### config.mk
export PLATFORM = sky130hd
export DESIGN_NAME = tbu_unpacker
export DESIGN_NICKNAME = d
export VERILOG_FILES = /design/src/tbu_pkg.sv /design/src/tbu_lane_ser.sv /design/src/tbu_len_chk.sv /design/src/tbu_unpacker.sv
export SDC_FILE = /design/constraint.sdc
export NUM_CORES = 1
export LEC_CHECK = 0
export ABC_AREA = 1
export BUFFER_PORTS_ARGS = -buffer_cell sky130_fd_sc_hd__buf_4
export CAP_MARGIN = 40
export CORE_MARGIN = 3
export CORE_UTILIZATION = 25
export DETAILED_ROUTE_END_ITERATION = 8
export PLACE_DENSITY = 0.46
export RECOVER_POWER = 100
export SETUP_SLACK_MARGIN = 0.02
export SYNTH_ARGS = -nofsm -noshare
export SYNTH_HDL_FRONTEND = slang
export SYNTH_SLANG_ARGS = --single-unit
### constraint.sdc
create_clock -name clk -period 8.6 [get_ports clk]
set_input_delay 0.86 -clock clk [delete_from_list [all_inputs] [get_ports clk]]
set_output_delay 0.86 -clock clk [all_outputs]
set_load 0.005 [all_outputs]
### src/tbu_pkg.sv
/*
 * Shared constants for the transmit buffer command unpacker: command word
 * field positions, register map, reset values and the parser state type.
 * Assumes a 32-bit host FIFO word and a byte-wide transmit store.
 */
`default_nettype none
package tbu_pkg;
    // Command A fields
    localparam int CMDA_IOC_BIT   = 31;
    localparam int CMDA_ALIGN_LSB = 24;
    localparam int CMDA_OFS_LSB   = 16;
    localparam int CMDA_FS_BIT    = 13;
    localparam int CMDA_LS_BIT    = 12;
    localparam int CNT_W          = 11;
    // Command B fields
    localparam int CMDB_TAG_LSB   = 16;
    localparam int CMDB_CK_BIT    = 14;
    localparam int CMDB_NOCRC_BIT = 13;
    localparam int CMDB_NOPAD_BIT = 12;
    localparam int MIN_FRAME_BYTES = 64;
    // End alignment codes and the byte masks they imply
    localparam logic [1:0]  ALIGN_16 = 2'h1;
    localparam logic [1:0]  ALIGN_32 = 2'h2;
    localparam logic [11:0] MASK_4   = 12'h003;
    localparam logic [11:0] MASK_16  = 12'h00F;
    localparam logic [11:0] MASK_32  = 12'h01F;
    // Register map, byte addresses
    localparam int          ADDR_W   = 4;
    localparam logic [3:0]  REG_CTRL = 4'h0;
    localparam logic [3:0]  REG_STAT = 4'h4;
    localparam logic [3:0]  REG_TAG  = 4'h8;
    localparam int          CTRL_CSUM_EN_BIT = 0;
    localparam int          STAT_ERR_BIT     = 0;
    localparam int          STAT_LOADED_BIT  = 1;
    localparam logic        CTRL_CSUM_EN_RST = 1'b0;
    // Parser states, Gray along A -> B -> skip -> data -> pad
    typedef enum logic [2:0] {
        ST_CMDA = 3'h0,
        ST_CMDB = 3'h1,
        ST_SKIP = 3'h3,
        ST_DATA = 3'h2,
        ST_PAD  = 3'h6
    } tbu_state_t;
endpackage : tbu_pkg
`default_nettype wire

### src/tbu_lane_ser.sv
/*
 * Serialiser: takes one FIFO word with a first and last byte lane and
 * hands out those bytes, lowest lane first, one per accepted cycle.
 * Assumes the consumer holds out_ready as a plain level on clk.
 */
`timescale 1ns/1ps
`default_nettype none
module tbu_lane_ser (
    input  wire logic        clk,       // System clock
    input  wire logic        nrst,      // Synchronous reset, active low
    input  wire logic        ld_valid,  // Word offered
    output logic             ld_ready,  // Word can be taken
    input  wire logic [31:0] ld_word,   // Word to split
    input  wire logic [1:0]  ld_lo,     // First lane to send
    input  wire logic [1:0]  ld_hi,     // Last lane to send
    input  wire logic        ld_last,   // Word ends the packet
    output logic [7:0]       out_byte,  // Byte to the transmit store
    output logic             out_valid, // Byte present
    output logic             out_last,  // Final byte of the packet
    input  wire logic        out_ready  // Store accepts the byte
);
    import tbu_pkg::*;

    typedef struct packed {
        logic [31:0] word;
        logic [1:0]  cur;
        logic [1:0]  hi;
        logic        last;
        logic        busy;
        logic [7:0]  byte_q;
    } tbu_ser_t;

    tbu_ser_t st_r;
    tbu_ser_t st_nxt;
    logic     end_of_word;

    assign end_of_word = st_r.busy && out_ready && (st_r.cur == st_r.hi);
    // Taking the next word on the last byte keeps one byte per cycle
    assign ld_ready    = !st_r.busy || end_of_word;
    assign out_valid   = st_r.busy;
    assign out_byte    = st_r.byte_q;
    assign out_last    = st_r.busy && st_r.last && (st_r.cur == st_r.hi);

    always_comb begin
        st_nxt = st_r;
        if (ld_valid && ld_ready) begin
            st_nxt.word   = ld_word;
            st_nxt.cur    = ld_lo;
            st_nxt.hi     = ld_hi;
            st_nxt.last   = ld_last;
            st_nxt.busy   = 1'b1;
            st_nxt.byte_q = ld_word[8*ld_lo +: 8];
        end else if (end_of_word) begin
            st_nxt.busy = 1'b0;
        end else if (st_r.busy && out_ready) begin
            st_nxt.cur    = st_r.cur + 2'h1;
            st_nxt.byte_q = st_r.word[8*(st_r.cur + 2'h1) +: 8];
        end
    end

    always_ff @(posedge clk) begin
        if (!nrst) begin
            st_r <= '0;
        end else begin
            st_r <= st_nxt;
        end
    end
endmodule : tbu_lane_ser
`default_nettype wire

### src/tbu_len_chk.sv
/*
 * Length checker: sums buffer byte counts over one packet and compares
 * the sum with the packet length once the packet's last buffer is done.
 * Assumes the length load comes after the first add of the packet.
 */
`timescale 1ns/1ps
`default_nettype none
module tbu_len_chk (
    input  wire logic                      clk,       // System clock
    input  wire logic                      nrst,      // Sync reset, low
    input  wire logic                      add_v,     // Buffer count valid
    input  wire logic                      add_first, // Buffer opens packet
    input  wire logic [tbu_pkg::CNT_W-1:0] add_cnt,   // Buffer byte count
    input  wire logic                      plen_v,    // Packet length valid
    input  wire logic [tbu_pkg::CNT_W-1:0] plen,      // Packet length
    input  wire logic                      chk_v,     // Last buffer done
    output logic                           err        // Mismatch, one pulse
);
    import tbu_pkg::*;

    typedef struct packed {
        logic [11:0]      sum;
        logic [CNT_W-1:0] plen;
        logic             err;
    } tbu_len_t;

    tbu_len_t st_r;
    tbu_len_t st_nxt;

    assign err = st_r.err;

    always_comb begin
        st_nxt     = st_r;
        st_nxt.err = 1'b0;
        if (add_v) begin
            if (add_first) begin
                st_nxt.sum = {1'b0, add_cnt};
            end else begin
                st_nxt.sum = st_r.sum + {1'b0, add_cnt};
            end
        end
        if (plen_v) begin
            st_nxt.plen = plen;
        end
        if (chk_v) begin
            st_nxt.err = (st_r.sum != {1'b0, st_r.plen});
        end
    end

    always_ff @(posedge clk) begin
        if (!nrst) begin
            st_r <= '0;
        end else begin
            st_r <= st_nxt;
        end
    end
endmodule : tbu_len_chk
`default_nettype wire

### src/tbu_unpacker.sv
/*
 * Transmit buffer command unpacker: parses command A / command B words
 * from the host FIFO, drops offset and alignment filler, forwards payload
 * bytes, carries per-packet options and keeps a small register file.
 * Assumes the FIFO and the transmit store share clk with this block.
 */
// Operation
// - Command A bit 13 marks first segment, bit 12 last segment.
// - Byte count A[10:0] with end alignment gives trailing filler words.
// - Sum buffer counts per packet, compare with command B length.
// - Command B length is payload bytes only, no offset or filler.
// - Raise transmit error when supplied bytes differ from packet length.
// - Copy command B tag bits 31:16 into the packet status.
// - Checksum request needs B bit 14, first segment and engine enable.
// - Command B bit 13 suppresses the appended frame CRC.
// - Command B bit 12 stops padding of frames under 64 bytes.
// - With padding suppressed the CRC is appended regardless.
// - Payload starts at the third word, after commands A and B; with no first segment there is no B, so payload starts at the second.
// - Offset bits 1:0 select the lane of the first payload byte.
// - Offset upper bits skip 0 to 7 whole words, never forwarded.
// - Payload is contiguous, trailing unused bytes are not forwarded.
// - Each buffer ends padded to 4, 16 or 32 byte alignment.
// - Alignment filler is discarded, never forwarded.
// - Alignment code 00 4-byte, 01 16-byte, 10 32-byte, 11 reserved.
// - Command A bit 31 raises buffer-loaded once the buffer is taken.
// - Command B follows only a command A with first segment set.
`timescale 1ns/1ps
`default_nettype none
module tbu_unpacker (
    input  wire logic                       clk,          // System clock
    input  wire logic                       nrst,         // Sync reset, low
    input  wire logic [31:0]                in_data,      // Host FIFO word
    input  wire logic                       in_valid,     // Word present
    output logic                            in_ready,     // Word taken
    output logic [7:0]                      out_byte,     // Payload byte
    output logic                            out_valid,    // Byte present
    output logic                            out_last,     // End of packet
    input  wire logic                       out_ready,    // Store accepts
    output logic [15:0]                     pkt_tag,      // Packet tag
    output logic                            pkt_csum_req, // Checksum wanted
    output logic                            pkt_crc_add,  // Append CRC
    output logic                            pkt_pad_add,  // Pad short frame
    output logic                            pkt_opt_valid,// Options updated
    input  wire logic [tbu_pkg::ADDR_W-1:0] reg_addr,     // Register address
    input  wire logic [31:0]                reg_wdata,    // Write data
    input  wire logic                       reg_wr,       // Write strobe
    input  wire logic                       reg_rd,       // Read strobe
    output logic [31:0]                     reg_rdata     // Read data
);
    import tbu_pkg::*;

    typedef struct packed {
        tbu_state_t  state;
        logic [2:0]  skip;
        logic [10:0] data_dw;
        logic [10:0] pad_dw;
        logic [1:0]  lane0;
        logic [1:0]  endl;
        logic        first_dw;
        logic        fs;
        logic        ls;
        logic        ioc;
        logic        done;
        logic        csum_en;
        logic        stat_err;
        logic        stat_loaded;
        logic [15:0] tag;
        logic        csum_req;
        logic        crc_add;
        logic        pad_add;
        logic        opt_v;
        logic [31:0] rdata;
    } tbu_top_t;

    tbu_top_t st_r;
    tbu_top_t st_nxt;

    logic              fire;
    logic              ser_ready;
    logic              ser_load;
    logic              ser_last;
    logic [1:0]        ser_lo;
    logic [1:0]        ser_hi;
    logic              len_err;
    logic [4:0]        ofs;
    logic [CNT_W-1:0]  cnt;
    logic [11:0]       end_b;
    logic [11:0]       mask;
    logic [11:0]       tot_b;
    logic [11:0]       sum3;
    logic [10:0]       ceil_dw;
    logic [10:0]       tot_dw;
    logic [10:0]       new_data;
    logic [10:0]       new_pad;

    ////////////////////////////////////////////////////////////////////////
    // Command A geometry

    // Only the documented fields are sliced out; reserved bits never reach
    // any decision
    assign ofs   = in_data[CMDA_OFS_LSB +: 5];
    assign cnt   = in_data[CNT_W-1:0];
    assign end_b = {7'h00, ofs} + {1'b0, cnt};

    // Reserved alignment code falls back to word alignment
    always_comb begin
        unique case (in_data[CMDA_ALIGN_LSB +: 2])
            ALIGN_16: mask = MASK_16;
            ALIGN_32: mask = MASK_32;
            default:  mask = MASK_4;
        endcase
    end

    assign tot_b    = (end_b + mask) & ~mask;
    assign sum3     = end_b + MASK_4;
    assign ceil_dw  = {1'b0, sum3[11:2]};
    assign tot_dw   = {1'b0, tot_b[11:2]};
    // An empty buffer forwards nothing; its span past the skipped offset words is filler
    assign new_data = (cnt == '0) ? 11'h000
                                  : ceil_dw - {8'h00, ofs[4:2]};
    assign new_pad  = (cnt == '0) ? tot_dw - {8'h00, ofs[4:2]}
                                  : tot_dw - ceil_dw;

    function automatic tbu_state_t tbu_pick(input logic [2:0]  s,
                                            input logic [10:0] d,
                                            input logic [10:0] p);
        if (s != 3'h0) begin
            return ST_SKIP;
        end else if (d != 11'h000) begin
            return ST_DATA;
        end else if (p != 11'h000) begin
            return ST_PAD;
        end
        return ST_CMDA;
    endfunction : tbu_pick

    ////////////////////////////////////////////////////////////////////////
    // Parser

    // Skip and filler words are swallowed at full rate; only payload
    // words wait on the serialiser
    assign in_ready = (st_r.state == ST_DATA) ? ser_ready : 1'b1;
    assign fire     = in_valid && in_ready;
    assign ser_load = in_valid && (st_r.state == ST_DATA);
    assign ser_lo   = st_r.first_dw ? st_r.lane0 : 2'h0;
    assign ser_hi   = (st_r.data_dw == 11'h001) ? st_r.endl : 2'h3;
    assign ser_last = (st_r.data_dw == 11'h001) && st_r.ls;

    always_comb begin
        st_nxt       = st_r;
        st_nxt.opt_v = 1'b0;
        st_nxt.done  = 1'b0;
        st_nxt.rdata = 32'h0000_0000;
        if (fire) begin
            unique case (st_r.state)
                ST_CMDA: begin
                    st_nxt.fs       = in_data[CMDA_FS_BIT];
                    st_nxt.ls       = in_data[CMDA_LS_BIT];
                    st_nxt.ioc      = in_data[CMDA_IOC_BIT];
                    st_nxt.skip     = ofs[4:2];
                    st_nxt.data_dw  = new_data;
                    st_nxt.pad_dw   = new_pad;
                    st_nxt.lane0    = ofs[1:0];
                    st_nxt.endl     = end_b[1:0] - 2'h1;
                    st_nxt.first_dw = 1'b1;
                    if (in_data[CMDA_FS_BIT]) begin
                        st_nxt.state = ST_CMDB;
                    end else begin
                        st_nxt.state = tbu_pick(ofs[4:2], new_data,
                                                new_pad);
                    end
                end
                ST_CMDB: begin
                    st_nxt.tag      = in_data[CMDB_TAG_LSB +: 16];
                    st_nxt.csum_req = in_data[CMDB_CK_BIT] && st_r.fs
                                      && st_r.csum_en;
                    st_nxt.crc_add  = !in_data[CMDB_NOCRC_BIT]
                                      || in_data[CMDB_NOPAD_BIT];
                    st_nxt.pad_add  = !in_data[CMDB_NOPAD_BIT];
                    st_nxt.opt_v    = 1'b1;
                    st_nxt.state    = tbu_pick(st_r.skip, st_r.data_dw,
                                               st_r.pad_dw);
                end
                ST_SKIP: begin
                    st_nxt.skip  = st_r.skip - 3'h1;
                    st_nxt.state = tbu_pick(st_nxt.skip, st_r.data_dw,
                                            st_r.pad_dw);
                end
                ST_DATA: begin
                    st_nxt.first_dw = 1'b0;
                    st_nxt.data_dw  = st_r.data_dw - 11'h001;
                    st_nxt.state    = tbu_pick(3'h0, st_nxt.data_dw,
                                               st_r.pad_dw);
                end
                ST_PAD: begin
                    st_nxt.pad_dw = st_r.pad_dw - 11'h001;
                    st_nxt.state  = tbu_pick(3'h0, 11'h000,
                                             st_nxt.pad_dw);
                end
                default: begin
                    st_nxt.state = ST_CMDA;
                end
            endcase
            st_nxt.done = (st_nxt.state == ST_CMDA);
        end

        // Register file; hardware set wins over a software clear
        if (reg_wr && reg_addr == REG_CTRL) begin
            st_nxt.csum_en = reg_wdata[CTRL_CSUM_EN_BIT];
        end
        if (reg_wr && reg_addr == REG_STAT) begin
            if (reg_wdata[STAT_ERR_BIT]) begin
                st_nxt.stat_err = 1'b0;
            end
            if (reg_wdata[STAT_LOADED_BIT]) begin
                st_nxt.stat_loaded = 1'b0;
            end
        end
        if (len_err) begin
            st_nxt.stat_err = 1'b1;
        end
        if (st_r.done && st_r.ioc) begin
            st_nxt.stat_loaded = 1'b1;
        end
        if (reg_rd) begin
            unique case (reg_addr)
                REG_CTRL: st_nxt.rdata[CTRL_CSUM_EN_BIT] = st_r.csum_en;
                REG_STAT: begin
                    st_nxt.rdata[STAT_ERR_BIT]    = st_r.stat_err;
                    st_nxt.rdata[STAT_LOADED_BIT] = st_r.stat_loaded;
                end
                REG_TAG:  st_nxt.rdata[15:0] = st_r.tag;
                default:  st_nxt.rdata = 32'h0000_0000;
            endcase
        end
    end

    always_ff @(posedge clk) begin
        if (!nrst) begin
            st_r         <= '0;
            st_r.state   <= ST_CMDA;
            st_r.csum_en <= CTRL_CSUM_EN_RST;
        end else begin
            st_r <= st_nxt;
        end
    end

    assign pkt_tag       = st_r.tag;
    assign pkt_csum_req  = st_r.csum_req;
    assign pkt_crc_add   = st_r.crc_add;
    assign pkt_pad_add   = st_r.pad_add;
    assign pkt_opt_valid = st_r.opt_v;
    assign reg_rdata     = st_r.rdata;

    ////////////////////////////////////////////////////////////////////////
    // Byte path and length check

    tbu_lane_ser u_ser (
        .clk       (clk),
        .nrst      (nrst),
        .ld_valid  (ser_load),
        .ld_ready  (ser_ready),
        .ld_word   (in_data),
        .ld_lo     (ser_lo),
        .ld_hi     (ser_hi),
        .ld_last   (ser_last),
        .out_byte  (out_byte),
        .out_valid (out_valid),
        .out_last  (out_last),
        .out_ready (out_ready)
    );

    tbu_len_chk u_len (
        .clk       (clk),
        .nrst      (nrst),
        .add_v     (fire && st_r.state == ST_CMDA),
        .add_first (in_data[CMDA_FS_BIT]),
        .add_cnt   (cnt),
        .plen_v    (fire && st_r.state == ST_CMDB),
        .plen      (in_data[CNT_W-1:0]),
        .chk_v     (st_r.done && st_r.ls),
        .err       (len_err)
    );
endmodule : tbu_unpacker
`default_nettype wire

[Word level (Yosys, flattened, before mapping)]
Cells that the tools add are included.
Storage, ports and cells
  register bits: 162
  input bits: 74
  logic and storage cells: 178
Operators by class
  $add $sub $neg: 13
  equal/unequal tests: 12
  shift operators: 2
  multiplexer cells: 63
  bitwise logic cells: 2
  reduce and logical (&&, ||, !) cells: 55
Operators by type and width (number)
  $reduce_bool A11 Y1: 6
  $mux W3: 16
  $pmux W11 S2: 2
  $shiftx A32 B33 Y8: 1
  $shiftx A32 B6 Y8: 1
  $mux W1: 27
  $mux W11: 2
  $reduce_and A2 Y1: 11
  $sub A10 B3 Y11: 2
  $sub A11 B1 Y11 const B: 2
  $reduce_bool A2 Y1: 9
  $logic_and A1 B1 Y1: 16
  $mux W8: 2
  $pmux W3 S5: 1
  $add A12 B11 Y12: 1
  $add A12 B12 Y12: 1
  $add A12 B2 Y12 const B: 1
  $add A5 B11 Y12: 1
  $and A12 B12 Y12: 1
  $mux W12: 1
  $mux W2: 6
  $ne A12 B11 Y1: 1
  $not A12 Y12: 1
  $eq A11 B1 Y1 const B: 1
  other kinds (26): 34

[Logic depth before layout (Yosys ltp)]
Gate-level depths: netlist of run 1.
  depth in word-level cells: 18
  mapped depth: 32

[By module]
From an unflattened synthesis of run 1, not the netlist that was laid out.
Second synthesis, totals
  cell total of the unflattened synthesis: 1465
  area total of the unflattened synthesis: 9660.5 um^2
By module, submodules not included
  tbu_unpacker: times used 1, cells an instance 885, area an instance 5909.4 um^2, sequential area each 1521.5 um^2
  tbu_lane_ser: times used 1, cells an instance 322, area an instance 2082.0 um^2, sequential area each 760.7 um^2
  tbu_len_chk: times used 1, cells an instance 258, area an instance 1669.1 um^2, sequential area each 480.5 um^2

[Least setup slack after synthesis of run 1]
Ideal clock, no wire load.
  path kind: input-to-reg
  start: in in_data[0]
  end: reg st_r[90] (netlist bit)
  library setup time: 0.109 ns
  arrival: 4.361 ns
  data required time: 8.491 ns
  path slack: 4.130 ns
  stages: 29
  cell sequence: ha_1 inv_1 fa_1 inv_1 nand2_1 nand2_2 inv_1 ha_1 a21oi_1 nor2_1 nor2_1 o21bai_1 xor2_1 ha_1 a21oi_1 nand2_1 nand2_1 nand2_1 a21oi_1 o21ai_0 a21oi_1 xor2_1 nand4_1 inv_1 nand2_1 nand2_1 nand3_1 nand2_1 inv_1
Between the ends
  word-level cells in the longest chain between the ends: 16
  elaborated cells between the ends (all ways): 24
  those cells by class: add/sub: 6; mux: 14; bitwise: 1; reduce/logical: 3
RTL lines
  from (decl): line tbu_unpacker.sv:32  | input wire logic [31:0] in_data,
  $add A5 B11 Y12: line tbu_unpacker.sv:103  | assign end_b = {7'h00, ofs} + {1'b0, cnt};
  $add A12 B12 Y12: line tbu_unpacker.sv:114  | assign tot_b = (end_b + mask) & ~mask;
  $and A12 B12 Y12: line tbu_unpacker.sv:114
  $sub A10 B10 Y11 or $sub A10 B3 Y11 (tied branches): line tbu_unpacker.sv:122, tbu_unpacker.sv:121
  $mux W11: line tbu_unpacker.sv:121  | assign new_pad = (cnt == '0) ? tot_dw - {8'h00, ofs[4:2]}
  $reduce_bool A11 Y1: line tbu_unpacker.sv:131  | end else if (p != 11'h000) begin
  $mux W1: line tbu_unpacker.sv:131
  $mux W1: line tbu_unpacker.sv:129  | end else if (d != 11'h000) begin
  $mux W1: line tbu_unpacker.sv:127  | if (s != 3'h0) begin
  $mux W1: line tbu_unpacker.sv:166  | if (in_data[CMDA_FS_BIT]) begin
  $mux W1: line tbu_unpacker.sv:155  | unique case (st_r.state)
  $mux W1: line tbu_unpacker.sv:154  | if (fire) begin
  $mux W3 *: line tbu_unpacker.sv:134  | return ST_CMDA;
  $mux W3 *: line tbu_unpacker.sv:166
  $pmux W3 S5 *: line tbu_unpacker.sv:155
  $mux W3 *: line tbu_unpacker.sv:154
  to (signal assigned): line tbu_unpacker.sv:244  | st_r <= st_nxt;
  to (decl): line tbu_unpacker.sv:75  | tbu_top_t st_r;
Mark *: on every way between the ends. The rest lies on a longest branch, timed or not. The select of a mux whose other input is x is not followed.
A chain may end at the register's enable or synchronous reset.

[Worst setup path in the final report of run 1]
  start: in nrst
  end: reg st_r[69] (netlist bit)
RTL lines
  from (decl): line tbu_unpacker.sv:31  | input wire logic nrst,
No word-level cell between the ends.

==> summary.txt, run 1 <==
Yosys
  • YS warnings: 0
  • Synthesized cell area: 9050 um^2
  • Synth Area in XOR/XNOR: 3.78%
  • Ys flop type: dfxtp_1
  • Largest family of logic cells by synthesized area: simple AND/OR/NAND/NOR gates
  • Number of synthesized flops with an enable pin: 0
  • Synth Instances: 1341
  • Synth Area in Compound Gates: 20.0%
  • Cell variety after synth: 53
  • Post-Synth Simple-Gate Area: 25.2%
  • Avg Cell Area, Syn: 6.75 um^2
  • Asr flop ratio synth: 0%
  • Synthesized flop and latch total: 138
  • Post-synthesis mux area share: 0.111%
  • Adder-cell share of the synthesized area: 6.83%
  • Register area share after synthesis: 30.5%

Finish
  • Ant diodes: 0
  • Most common cell after layout, fill and taps aside: nand2_1
  • Most frequent cells in the layout: nand2_1 (218), inv_1 (160), nor2_1 (151)
  • Layout cells sized above 1: 11.1%
  • Final instance area: 10400 um^2
  • P&R area growth vs syn: 14.6%
  • Final nets: 1493

Critical path
  • Worst Setup Path Type: in2reg
  • Crit. End Element: flip-flop
  • CP peak stage delay: 2.44 ns
  • Kind of cell adding the most delay to the critical path: buffers and inverters
  • Crit path top cell by count: clkbuf_1
  • Critical-path maximum fanout: 82
  • Worst path required time: 8.91 ns
  • CP Cell Sequence: clkbuf_1 -> clkinv_1 -> clkbuf_1 -> a221oi_1
  • Crit start category: input port
  • Crit path arrival time: 6.21 ns
  • CP max stage cell: clkbuf_1
  • Worst Path Buf+Inv: 3

CTS
  • Post_cts resized: 0
  • Root Driver: clkbuf_16
  • Clock tree sinks: 138
  • Clock slew at reported path FFs: 0.06 ns
  • Post-CTS Hold Fix Bufs: 0
  • Clk_lat worst skew: 0.42 ns
  • CTS HTree Levels: 4
  • Clock buffer depth: 2
  • Post-CTS Setup Bufs: 0
  • Inserted Clock Buffers: 17
  • CTS tree: yes

Power and ir drop
  • Sw frac: 36.3%
  • Internal: 1360 uW
  • Comb power frac: 30.6%
  • Switching power total: 773 uW
  • Pwr Density: 206 nW/um^2
  • Leakage: 0.00460 uW
  • Clock power share: 35.3%
  • Peak VDD IR: 0.000109 V
  • Flop pwr share: 34.0%

Timing
  • Worst slew pin tran: 3.51 ns
  • Hold Slack: 0.450 ns
  • Layout Skew: 0.0100 ns
  • Max Fclk: 170 MHz
  • Setup_tns: 0 ns
  • Setup violators final: 0
  • Final Slew Violations: 115
  • Rel. slew slack: -134%
  • RSZ-0062 raised after global routing: no
  • Final period util: 68.6%
  • Final Hold Fails: 0
  • Minimum clock period: 5.90 ns

Job
  • Max cap viols: 2

Floorplan
  • Chip height: 196 um
  • Rows: 69
  • Chip width: 196 um
  • I/O pin total: 137
  • Full die area: 38500 um^2
  • Core Area: 35700 um^2
  • Starting Density: 25.4%

GRT
  • Vias in the first global route: 8280
  • Initial antenna violation count: 0
  • Pin count of the biggest net entering global routing: 83
  • GRT Util Overall: 14.7%
  • Grt total ovfl: 0
  • First-pass GRT wire length: 45400 um

Placed design
  • RD Place Congestion: 0.829
  • Detail Placement HPWL: 21200 um
  • IO Port Bufs: 90
  • Placed cell areas: 9840 um^2

Status
  • Status: finished, violations left
  • Failing checks: max-capacitance violations, max-slew violations

Detailed routing
  • Vias: 8662
  • DRT iter0 DRCs: 586
  • ANT nets after route: 0
  • WL/cell: 15.3 um
  • Routed wire length: 28200 um
  • DRC viols: 0
  • Pre-Repair DR Iteration Count: 5
  • Vias/cell: 4.69

Min path
  • Hold/Removal Path Class: reg2reg
synthesized netlist by cell type (4+ instances only):
master / number / area [um^2]
a31oi_1: 12 / 75.1
buf_4: 57 / 428
nor2_2: 5 / 31.3
xor2_1: 30 / 263
nor2_4: 4 / 45.0
a221oi_1: 6 / 52.6
o221ai_1: 5 / 43.8
nand4_1: 17 / 106
o211ai_1: 5 / 37.5
o21ai_0: 129 / 646
o22ai_1: 10 / 62.6
a21oi_1: 119 / 596
a211oi_1: 6 / 45.0
o31ai_1: 9 / 67.6
clkbuf_1: 35 / 131
xnor2_1: 9 / 78.8
inv_1: 160 / 601
ha_1: 43 / 538
dfxtp_1: 138 / 2760
clkinv_1: 5 / 18.8
nor2_1: 150 / 563
nand3_1: 72 / 360
o21ai_1: 4 / 20.0
nor3_1: 30 / 150
nand2_2: 18 / 113
nand2_1: 216 / 811
fa_1: 4 / 80.1
kinds of logic (layout without fill, tap and decap cells):
logic type      Yosys count  in the layout
fa+ha+maj                47             47
flops                   138            138
compound gates          323            323
other cells               1             16
buf+inv                 267            296
simple gates            525            525
mux                       1              1
xor+xnor                 39             39
registers in the layout (all words and copies together), names as in the netlist, 8 cells and up:
name	flops
st_r	40
u_len.st_r	23
reg_rdata	16
pkt_tag	16
u_ser.st_r	29
u_ser.out_byte	8
worst paths after layout:
path                                startpoint              to  slack [ns]  depth (start not counted)
worst min-delay path               pkt_tag[13]   reg_rdata[13]        0.45                          2
worst max-delay path                      nrst        st_r[69]        2.70                          4
worst max register to register  u_ser.st_r[13]  u_len.st_r[18]        4.39                         13
worst min register to register     pkt_tag[13]   reg_rdata[13]        0.45                          2
power groups by stage:
stage / Sequential, uW / Combinational (uW) / Clock [uW]
CTS: 725 / 662 / 772
global route: 731 / 754 / 798
floorplan: 726 / 496 / 0
global placement: 739 / 653 / 0
detailed placement: 739 / 658 / 0
finish: 725 / 653 / 753
per-stage QoR:
step                setup WS (ns)  total power (uW)  std cells  utilization [%]
floorplan                    4.13              1220       1356                -
detailed placement           3.25              1400       1814             27.6
global placement             3.25              1390       1812             27.5
global route                 2.16              2280       1846             29.1
finish                       2.70              2130       1846             29.1
CTS                          3.68              2160       1846             29.2
routing by layer:
metal	GRT usage [%]	routed length, um	vias to the layer above
met5	0	0	-
met4	4.25	542	0
met3	2.28	1150	30
met2	24.2	12800	187
met1	20.0	13800	4011
li1	-	-	4434
worst register-to-register path, cell delays in order (launching register included):
cell	delay, ns
dfxtp_1	0.80
xnor2_1	0.20
nand2_1	0.11
o21ai_0	0.25
inv_1	0.15
nand2_1	0.12
nand2_1	0.14
inv_1	0.20
nand2_1	0.54
nor2_1	0.93
inv_1	0.29
o221ai_1	0.24
nand2_1	0.07
inv_1	0.11
final cells by class:
type | count | area, um^2
Clock buffer | 18 | 429
Inverter | 168 | 631
Clock inverter | 14 | 163
Fill cell | 3959 | 25300
Multi-Input combinational cell | 951 | 5110
Tap cell | 461 | 577
Sequential cell | 138 | 2760
Timing Repair Buffer | 96 | 696
Power figures use the tool's default switching activity.
==> run 2, diff against run 1 <==
==> constraint.sdc (replaced) <==
create_clock -name clk -period 5.56 [get_ports clk]
set_input_delay 0.556 -clock clk [delete_from_list [all_inputs] [get_ports clk]]
set_output_delay 0.556 -clock clk [all_outputs]
set_load 0.005 [all_outputs]
==> run 2 against run 1 <==
  * The flow still finishes with violations (max-capacitance violations, max-slew violations)
  * Clock-buffer cell count unchanged
  * Routed wire length up 1.3%
  * Critical path depth is 5 higher
  * Setup slack got worse by 1.8 ns
  * Clock power rose by 57%
  * Largest power group unchanged
  * Highest routed layer unchanged
==> summary.txt, run 2 (synthesis results as in run 1) <==
Status
  • Status: finished, violations left
  • Failing checks: max-capacitance violations, max-slew violations

Detailed routing
  • ANT nets after route: 0
  • Vias/cell: 4.70
  • Vias: 8679
  • Routed wire length: 28600 um
  • DRT iter0 DRCs: 576
  • DRC viols: 0
  • Pre-Repair DR Iteration Count: 5
  • WL/cell: 15.5 um

Min path
  • Hold/Removal Path Class: in2reg

Critical path
  • CP Cell Sequence: inv_1 -> nand2_1 -> nor2_1 -> clkinv_1 -> nor3_1 -> inv_1 -> clkbuf_1 -> o21ai_0 -> a21oi_1
  • CP peak stage delay: 1.46 ns
  • Worst Path Buf+Inv: 4
  • CP max stage cell: nor3_1
  • Critical-path maximum fanout: 19
  • Kind of cell adding the most delay to the critical path: simple AND/OR/NAND/NOR gates
  • Crit path top cell by count: inv_1
  • Worst path required time: 5.83 ns
  • Crit start category: flip-flop
  • Crit. End Element: flip-flop
  • Crit path arrival time: 4.89 ns
  • Worst Setup Path Type: reg2reg

Finish
  • Flip-flop count of the largest register after layout: 40
  • Largest registers: st_r (40), u_ser.st_r (29), u_len.st_r (23)
  • Final nets: 1493
  • Most common cell after layout, fill and taps aside: nand2_1
  • Layout cells sized above 1: 10.8%
  • Ant diodes: 0
  • Biggest register: st_r
  • P&R area growth vs syn: 14.2%
  • Final Non-Filler Cells: 1845
  • Final instance area: 10300 um^2
  • Most frequent cells in the layout: nand2_1 (219), inv_1 (160), nor2_1 (151)

Placed design
  • Placed cell areas: 9840 um^2
  • RD Place Congestion: 0.833
  • Placed instance count: 1814
  • IO Port Bufs: 90
  • Detail Placement HPWL: 21500 um

Timing
  • Rel. slew slack: -28.6%
  • RSZ-0062 raised after global routing: no
  • Max Fclk: 216 MHz
  • Final Hold Fails: 0
  • Layout Skew: 0.0129 ns
  • Worst slew pin tran: 1.93 ns
  • Final period util: 83.1%
  • Minimum clock period: 4.62 ns
  • Setup violators final: 0
  • Final Slew Violations: 69
  • Setup_tns: 0 ns

Job
  • Max cap viols: 2

CTS
  • Clock slew at reported path FFs: 0.06 ns
  • CTS HTree Levels: 4
  • Root Driver: clkbuf_16
  • Post-CTS Setup Bufs: 0
  • Clock tree sinks: 138
  • Clk_lat worst skew: 0.43 ns
  • Inserted Clock Buffers: 17
  • Clock buffer depth: 2
  • CTS tree: yes
  • Post_cts resized: 0
  • Post-CTS Hold Fix Bufs: 0

Floorplan
  • Chip width: 196 um
  • Chip height: 196 um
  • I/O pin total: 137
  • Rows: 69
  • Core Area: 35700 um^2
  • Full die area: 38500 um^2
  • Starting Density: 25.4%

GRT
  • First-pass GRT wire length: 45800 um
  • GRT Util Overall: 14.9%
  • Vias in the first global route: 8327
  • Pin count of the biggest net entering global routing: 83
  • Initial antenna violation count: 0
  • Grt total ovfl: 0

Power and ir drop
  • Leakage: 0.00459 uW
  • Peak VDD IR: 0.000146 V
  • Pwr Density: 320 nW/um^2
  • Final Power: 3300 uW
[run 2: final timing paths]
check	startpoint	slack (ns)	depth (start not counted)	endpoint
setup / recovery	st_r[89]	0.94	9	u_ser.st_r[12]
hold / removal	in_data[15]	0.37	3	u_ser.st_r[29]
setup reg to reg	st_r[89]	0.94	9	u_ser.st_r[12]
hold reg to reg	pkt_tag[15]	0.45	2	reg_rdata[15]
[run 2: cell type report]
cell class	instances	area [um^2]
fill	3918	25300
multi-input combinational	951	5090
sequential	138	2760
timing repair buffer	96	672
inverter	168	631
tap	461	577
clock buffer	18	439
clock inverter	13	158
[run 2: where the power goes]
part	total [uW]	switching, uW	internal, uW	leakage [uW]
registers	1120	57.3	1060	0.00113
logic	1000	647	357	0.00317
clock network	1180	493	685	0.000296
total	3300	1200	2110	0.00459
[run 2: per-layer routing]
metal	wire length [um]	vias up	share of wire [%]	track usage [%]
met4	472	0	1.7	4.07
met5	0	-	0	0
met1	13700	3996	48	20.1
li1	-	4443	-	-
met3	1400	26	4.9	2.54
met2	13000	214	46	24.4
[run 2: worst reg2reg max path: cells and delay by family (launching register included)]
kind / cells / cell delay, ns
flops: 1 / 0.31
buf+inv: 4 / 1.62
compound gates: 2 / 0.38
simple gates: 3 / 2.15
[run 2: per-stage QoR]
| step | setup slack [ns] | hold slack [ns] | utilization (%) |
|---|---|---|---|
| after global placement | 0.555 | 0.436 | 27.5 |
| after global routing | 0.302 | 0.359 | 29.0 |
| after floorplan | 1.39 | 0.413 | - |
| after CTS | 0.990 | 0.355 | 29.3 |
| final | 0.940 | 0.371 | 29.0 |
| after detailed placement | 0.544 | 0.440 | 27.6 |
==> run 3, diff against run 2 <==
--- a/config.mk
+++ b/config.mk
@@ -5,13 +5,13 @@
 export SDC_FILE = /design/constraint.sdc
 export NUM_CORES = 1
 export LEC_CHECK = 0
-export ABC_AREA = 1
+export ABC_AREA = 0
 export BUFFER_PORTS_ARGS = -buffer_cell sky130_fd_sc_hd__buf_4
 export CAP_MARGIN = 40
 export CORE_MARGIN = 3
 export CORE_UTILIZATION = 25
 export DETAILED_ROUTE_END_ITERATION = 8
-export PLACE_DENSITY = 0.46
+export PLACE_DENSITY = 0.48
 export RECOVER_POWER = 100
 export SETUP_SLACK_MARGIN = 0.02
 export SYNTH_ARGS = -nofsm -noshare
==> constraint.sdc (replaced) <==
create_clock -name clk -period 3.83 [get_ports clk]
set_input_delay 0.383 -clock clk [delete_from_list [all_inputs] [get_ports clk]]
set_output_delay 0.383 -clock clk [all_outputs]
set_load 0.005 [all_outputs]
==> run 3 against run 2 <==
  * The flow finishes with violations (max-capacitance violations, max-slew violations, negative setup slack)
  * Sequential share of layout area down 3.4 points
  * Utilization grew 4.2 points
  * Final cell count fell by 0.43%
  * Design area rose by 14%
  * Critical endpoint is now st_r[90]
  * Largest cell class unchanged
  * Highest routed layer unchanged
==> summary.txt, run 3 <==
Timing
  • RSZ-0062 raised after global routing: yes
  • Rel. slew slack: -47.3%
  • Setup violators final: 6
  • Max Fclk: 215 MHz
  • Final Hold Fails: 0
  • Layout Skew: 0.0163 ns
  • Final period util: 122%
  • Minimum clock period: 4.66 ns
  • Fin worst setup slack: -0.832 ns
  • Worst slew pin tran: 2.21 ns
  • Final Slew Violations: 44

Min path
  • Hold/Removal Path Class: in2reg
  • Hold Path Stages: 3
  • Worst hold path startpoint: reg_wdata[0]
  • Min-Delay Endpoint: st_r[54]

Yosys
  • Area leader, netlist: dfxtp_1
  • Post-Synth Simple-Gate Area: 24.2%
  • Synthesized cell area: 9050 um^2
  • Synth top cells by count: nand2_1 (190), dfxtp_1 (138), a21oi_1 (116)
  • Ys flop type: dfxtp_1
  • Avg Cell Area, Syn: 7.58 um^2
  • Largest family of logic cells by synthesized area: simple AND/OR/NAND/NOR gates
  • Post-synthesis mux area share: 2.78%
  • Asr flop ratio synth: 0%
  • Synth Area in Compound Gates: 19.8%
  • Number of synthesized flops with an enable pin: 0
  • Synth Area in XOR/XNOR: 6.63%
  • Adder-cell share of the synthesized area: 6.83%
  • Register area share after synthesis: 30.5%
  • YS warnings: 0
  • Area contributors post-synth: dfxtp_1 (31%), nand2_1 (7.9%), a21oi_1 (6.4%), ha_1 (5.9%), buf_4 (4.7%)
  • Most numerous cell in the Yosys netlist: nand2_1
  • Synth Instances: 1194
  • Synth top area share: 30.5%
  • Synthesized flop and latch total: 138
  • Cell variety after synth: 79

Critical path
  • Critical-path maximum fanout: 3
  • Worst path required time: 4.14 ns
  • R2R cell count: 11
  • Crit. End Element: flip-flop
  • Crit path arrival time: 4.98 ns
  • R2R Path Start: u_ser.st_r[13]
  • Crit start category: input port
  • Setup slack, reg-to-reg: 0.75 ns
  • RR Endpoint: st_r[79]
  • Worst Setup Path Type: in2reg

Floorplan
  • I/O pin total: 137
  • Core Area: 35700 um^2
  • Starting Density: 25.4%
  • Full die area: 38500 um^2
  • Chip height: 196 um
  • Chip width: 196 um
  • Rows: 69

CTS
  • Post-CTS Hold Fix Bufs: 0
  • Root Driver: clkbuf_16
  • Clock slew at reported path FFs: 0.07 ns
  • Clock tree sinks: 138
  • Inserted Clock Buffers: 17
  • CTS tree: yes
  • Clock buffer depth: 2
  • CTS HTree Levels: 4
  • Clk_lat worst skew: 0.43 ns

GRT
  • Grt total ovfl: 0
  • First-pass GRT wire length: 46000 um
  • Pin count of the biggest net entering global routing: 72
  • Initial antenna violation count: 0
  • Vias in the first global route: 8235
  • GRT Util Overall: 15.1%

Finish
  • Final nets: 1483
  • Final Non-Filler Cells: 1837
  • Fillcell total: 3737
  • Multi-input logic area: 5840 um^2
  • Most frequent cells in the layout: buf_4 (194), nand2_1 (187), dfxtp_1 (138)
  • Final instance area: 11800 um^2
  • Largest registers: st_r (40), u_ser.st_r (29), u_len.st_r (23)
  • P&R area growth vs syn: 30.6%
  • Layout cells sized above 1: 25.2%
  • Flip-flop count of the largest register after layout: 40
  • Register Area: 2760 um^2
  • Biggest register: st_r
  • Most common cell after layout, fill and taps aside: buf_4

Job
  • Max cap viols: 1

Placed design
  • Placed instance count: 1797
  • RD Place Congestion: 0.825
  • Placed cell areas: 11000 um^2
  • IO Port Bufs: 90
  • Detail Placement HPWL: 22000 um

Detailed routing
  • Routed wire length: 29700 um
  • ANT nets after route: 0
  • DRT iter0 DRCs: 655
  • Vias: 8736
  • Vias/cell: 4.76
  • WL/cell: 16.2 um
  • Pre-Repair DR Iteration Count: 4
  • DRC viols: 0

Power and ir drop
  • Leakage: 0.00480 uW
  • Peak VDD IR: 0.000249 V
  • Pwr Density: 465 nW/um^2

Status
  • Failing checks: max-capacitance violations, max-slew violations, negative setup slack
  • Status: finished, violations left
-- run 3: how the worst max path moves through the flow --
stage / to / slack, ns / start / cells after the start
4_1_cts: st_r[90] / -0.81 / in_data[0] / 25
6_report: st_r[90] / -0.83 / in_data[0] / 25
2_1_floorplan: st_r[90] / -1.24 / in_data[16] / 24
3_3_place_gp: st_r[90] / -1.41 / in_data[1] / 25
5_1_grt: st_r[90] / -0.96 / in_data[0] / 25
3_5_place_dp: st_r[90] / -1.48 / in_data[1] / 25
-- run 3: worst max-delay path, cell delays in order --
cell and delay, ns:
buf_8 0.08, ha_4 0.15, inv_2 0.04, fa_2 0.35, and2b_1 0.25, o22ai_2 0.09
xor2_2 0.17, inv_2 0.07, ha_4 0.30, a21oi_4 0.06, o31ai_2 0.23, nand2_1 0.07
o21ai_1 0.07, nand2_1 0.07, o31ai_2 0.07, xor2_1 0.21, ha_1 0.29, o21ai_2 0.08
nor2b_4 0.16, xnor2_1 0.08, or4_1 0.50, or4_1 0.41, or3_4 0.35, o21a_4 0.21
o31a_1 0.24
-- run 3: layout make-up --
| class | count | area share (%) |
|---|---|---|
| Inverter | 44 | 1.45 |
| Tap cell | 461 | 4.88 |
| Sequential cell | 138 | 23.4 |
| Clock inverter | 13 | 1.11 |
| Clock buffer | 19 | 3.83 |
| Antenna cell | 1 | 0.0212 |
| Timing Repair Buffer | 255 | 16.0 |
| Multi-Input combinational cell | 906 | 49.4 |
-- run 3: logic make-up after synthesis --
kind of cell               Yosys count
xor gates and xnor gates            66
other                                1
AOI/OAI and AO/OA                  282
and+or+nand+nor                    470
adders and majority gates           47
DFF                                138
muxes                               25
buffers and inverters              165
-- run 3: repair_timing --
item | 4_1_cts | 5_1_grt
buffers inserted | 5 | 7
gates resized for setup | 27 | 30
setup endpoints to repair | 7 | 9
pin swaps | 24 | 16
-- run 3: per-stage QoR --
| stage | utilization (%) | TNS [ns] | setup slack [ns] | hold WS [ns] | total power (uW) |
|---|---|---|---|---|---|
| floorplan | - | -3.80 | -1.24 | 0.413 | 2860 |
| global placement | 30.7 | -7.55 | -1.41 | 0.429 | 3700 |
| detailed placement | 30.7 | -7.86 | -1.48 | 0.435 | 3710 |
| CTS | 32.8 | -2.78 | -0.815 | 0.190 | 5460 |
| global route | 33.2 | -3.99 | -0.959 | 0.208 | 5850 |
| finish | 33.2 | -2.91 | -0.832 | 0.202 | 5500 |
-- run 3: per-layer routing --
layer / up-vias / global-route usage, % / routed length [um]
li1: 4411 / - / -
met1: 4135 / 21.8 / 14700
met2: 176 / 23.9 / 13800
met3: 14 / 2.25 / 963
met4: 0 / 3.04 / 232
met5: - / 0 / 0
-- run 3: report_power, final --
part           total [uW]  switching, uW  internal (uW)
Clock                1670            726            948
Sequential           1620           89.2           1530
Combinational        2210           1140           1070
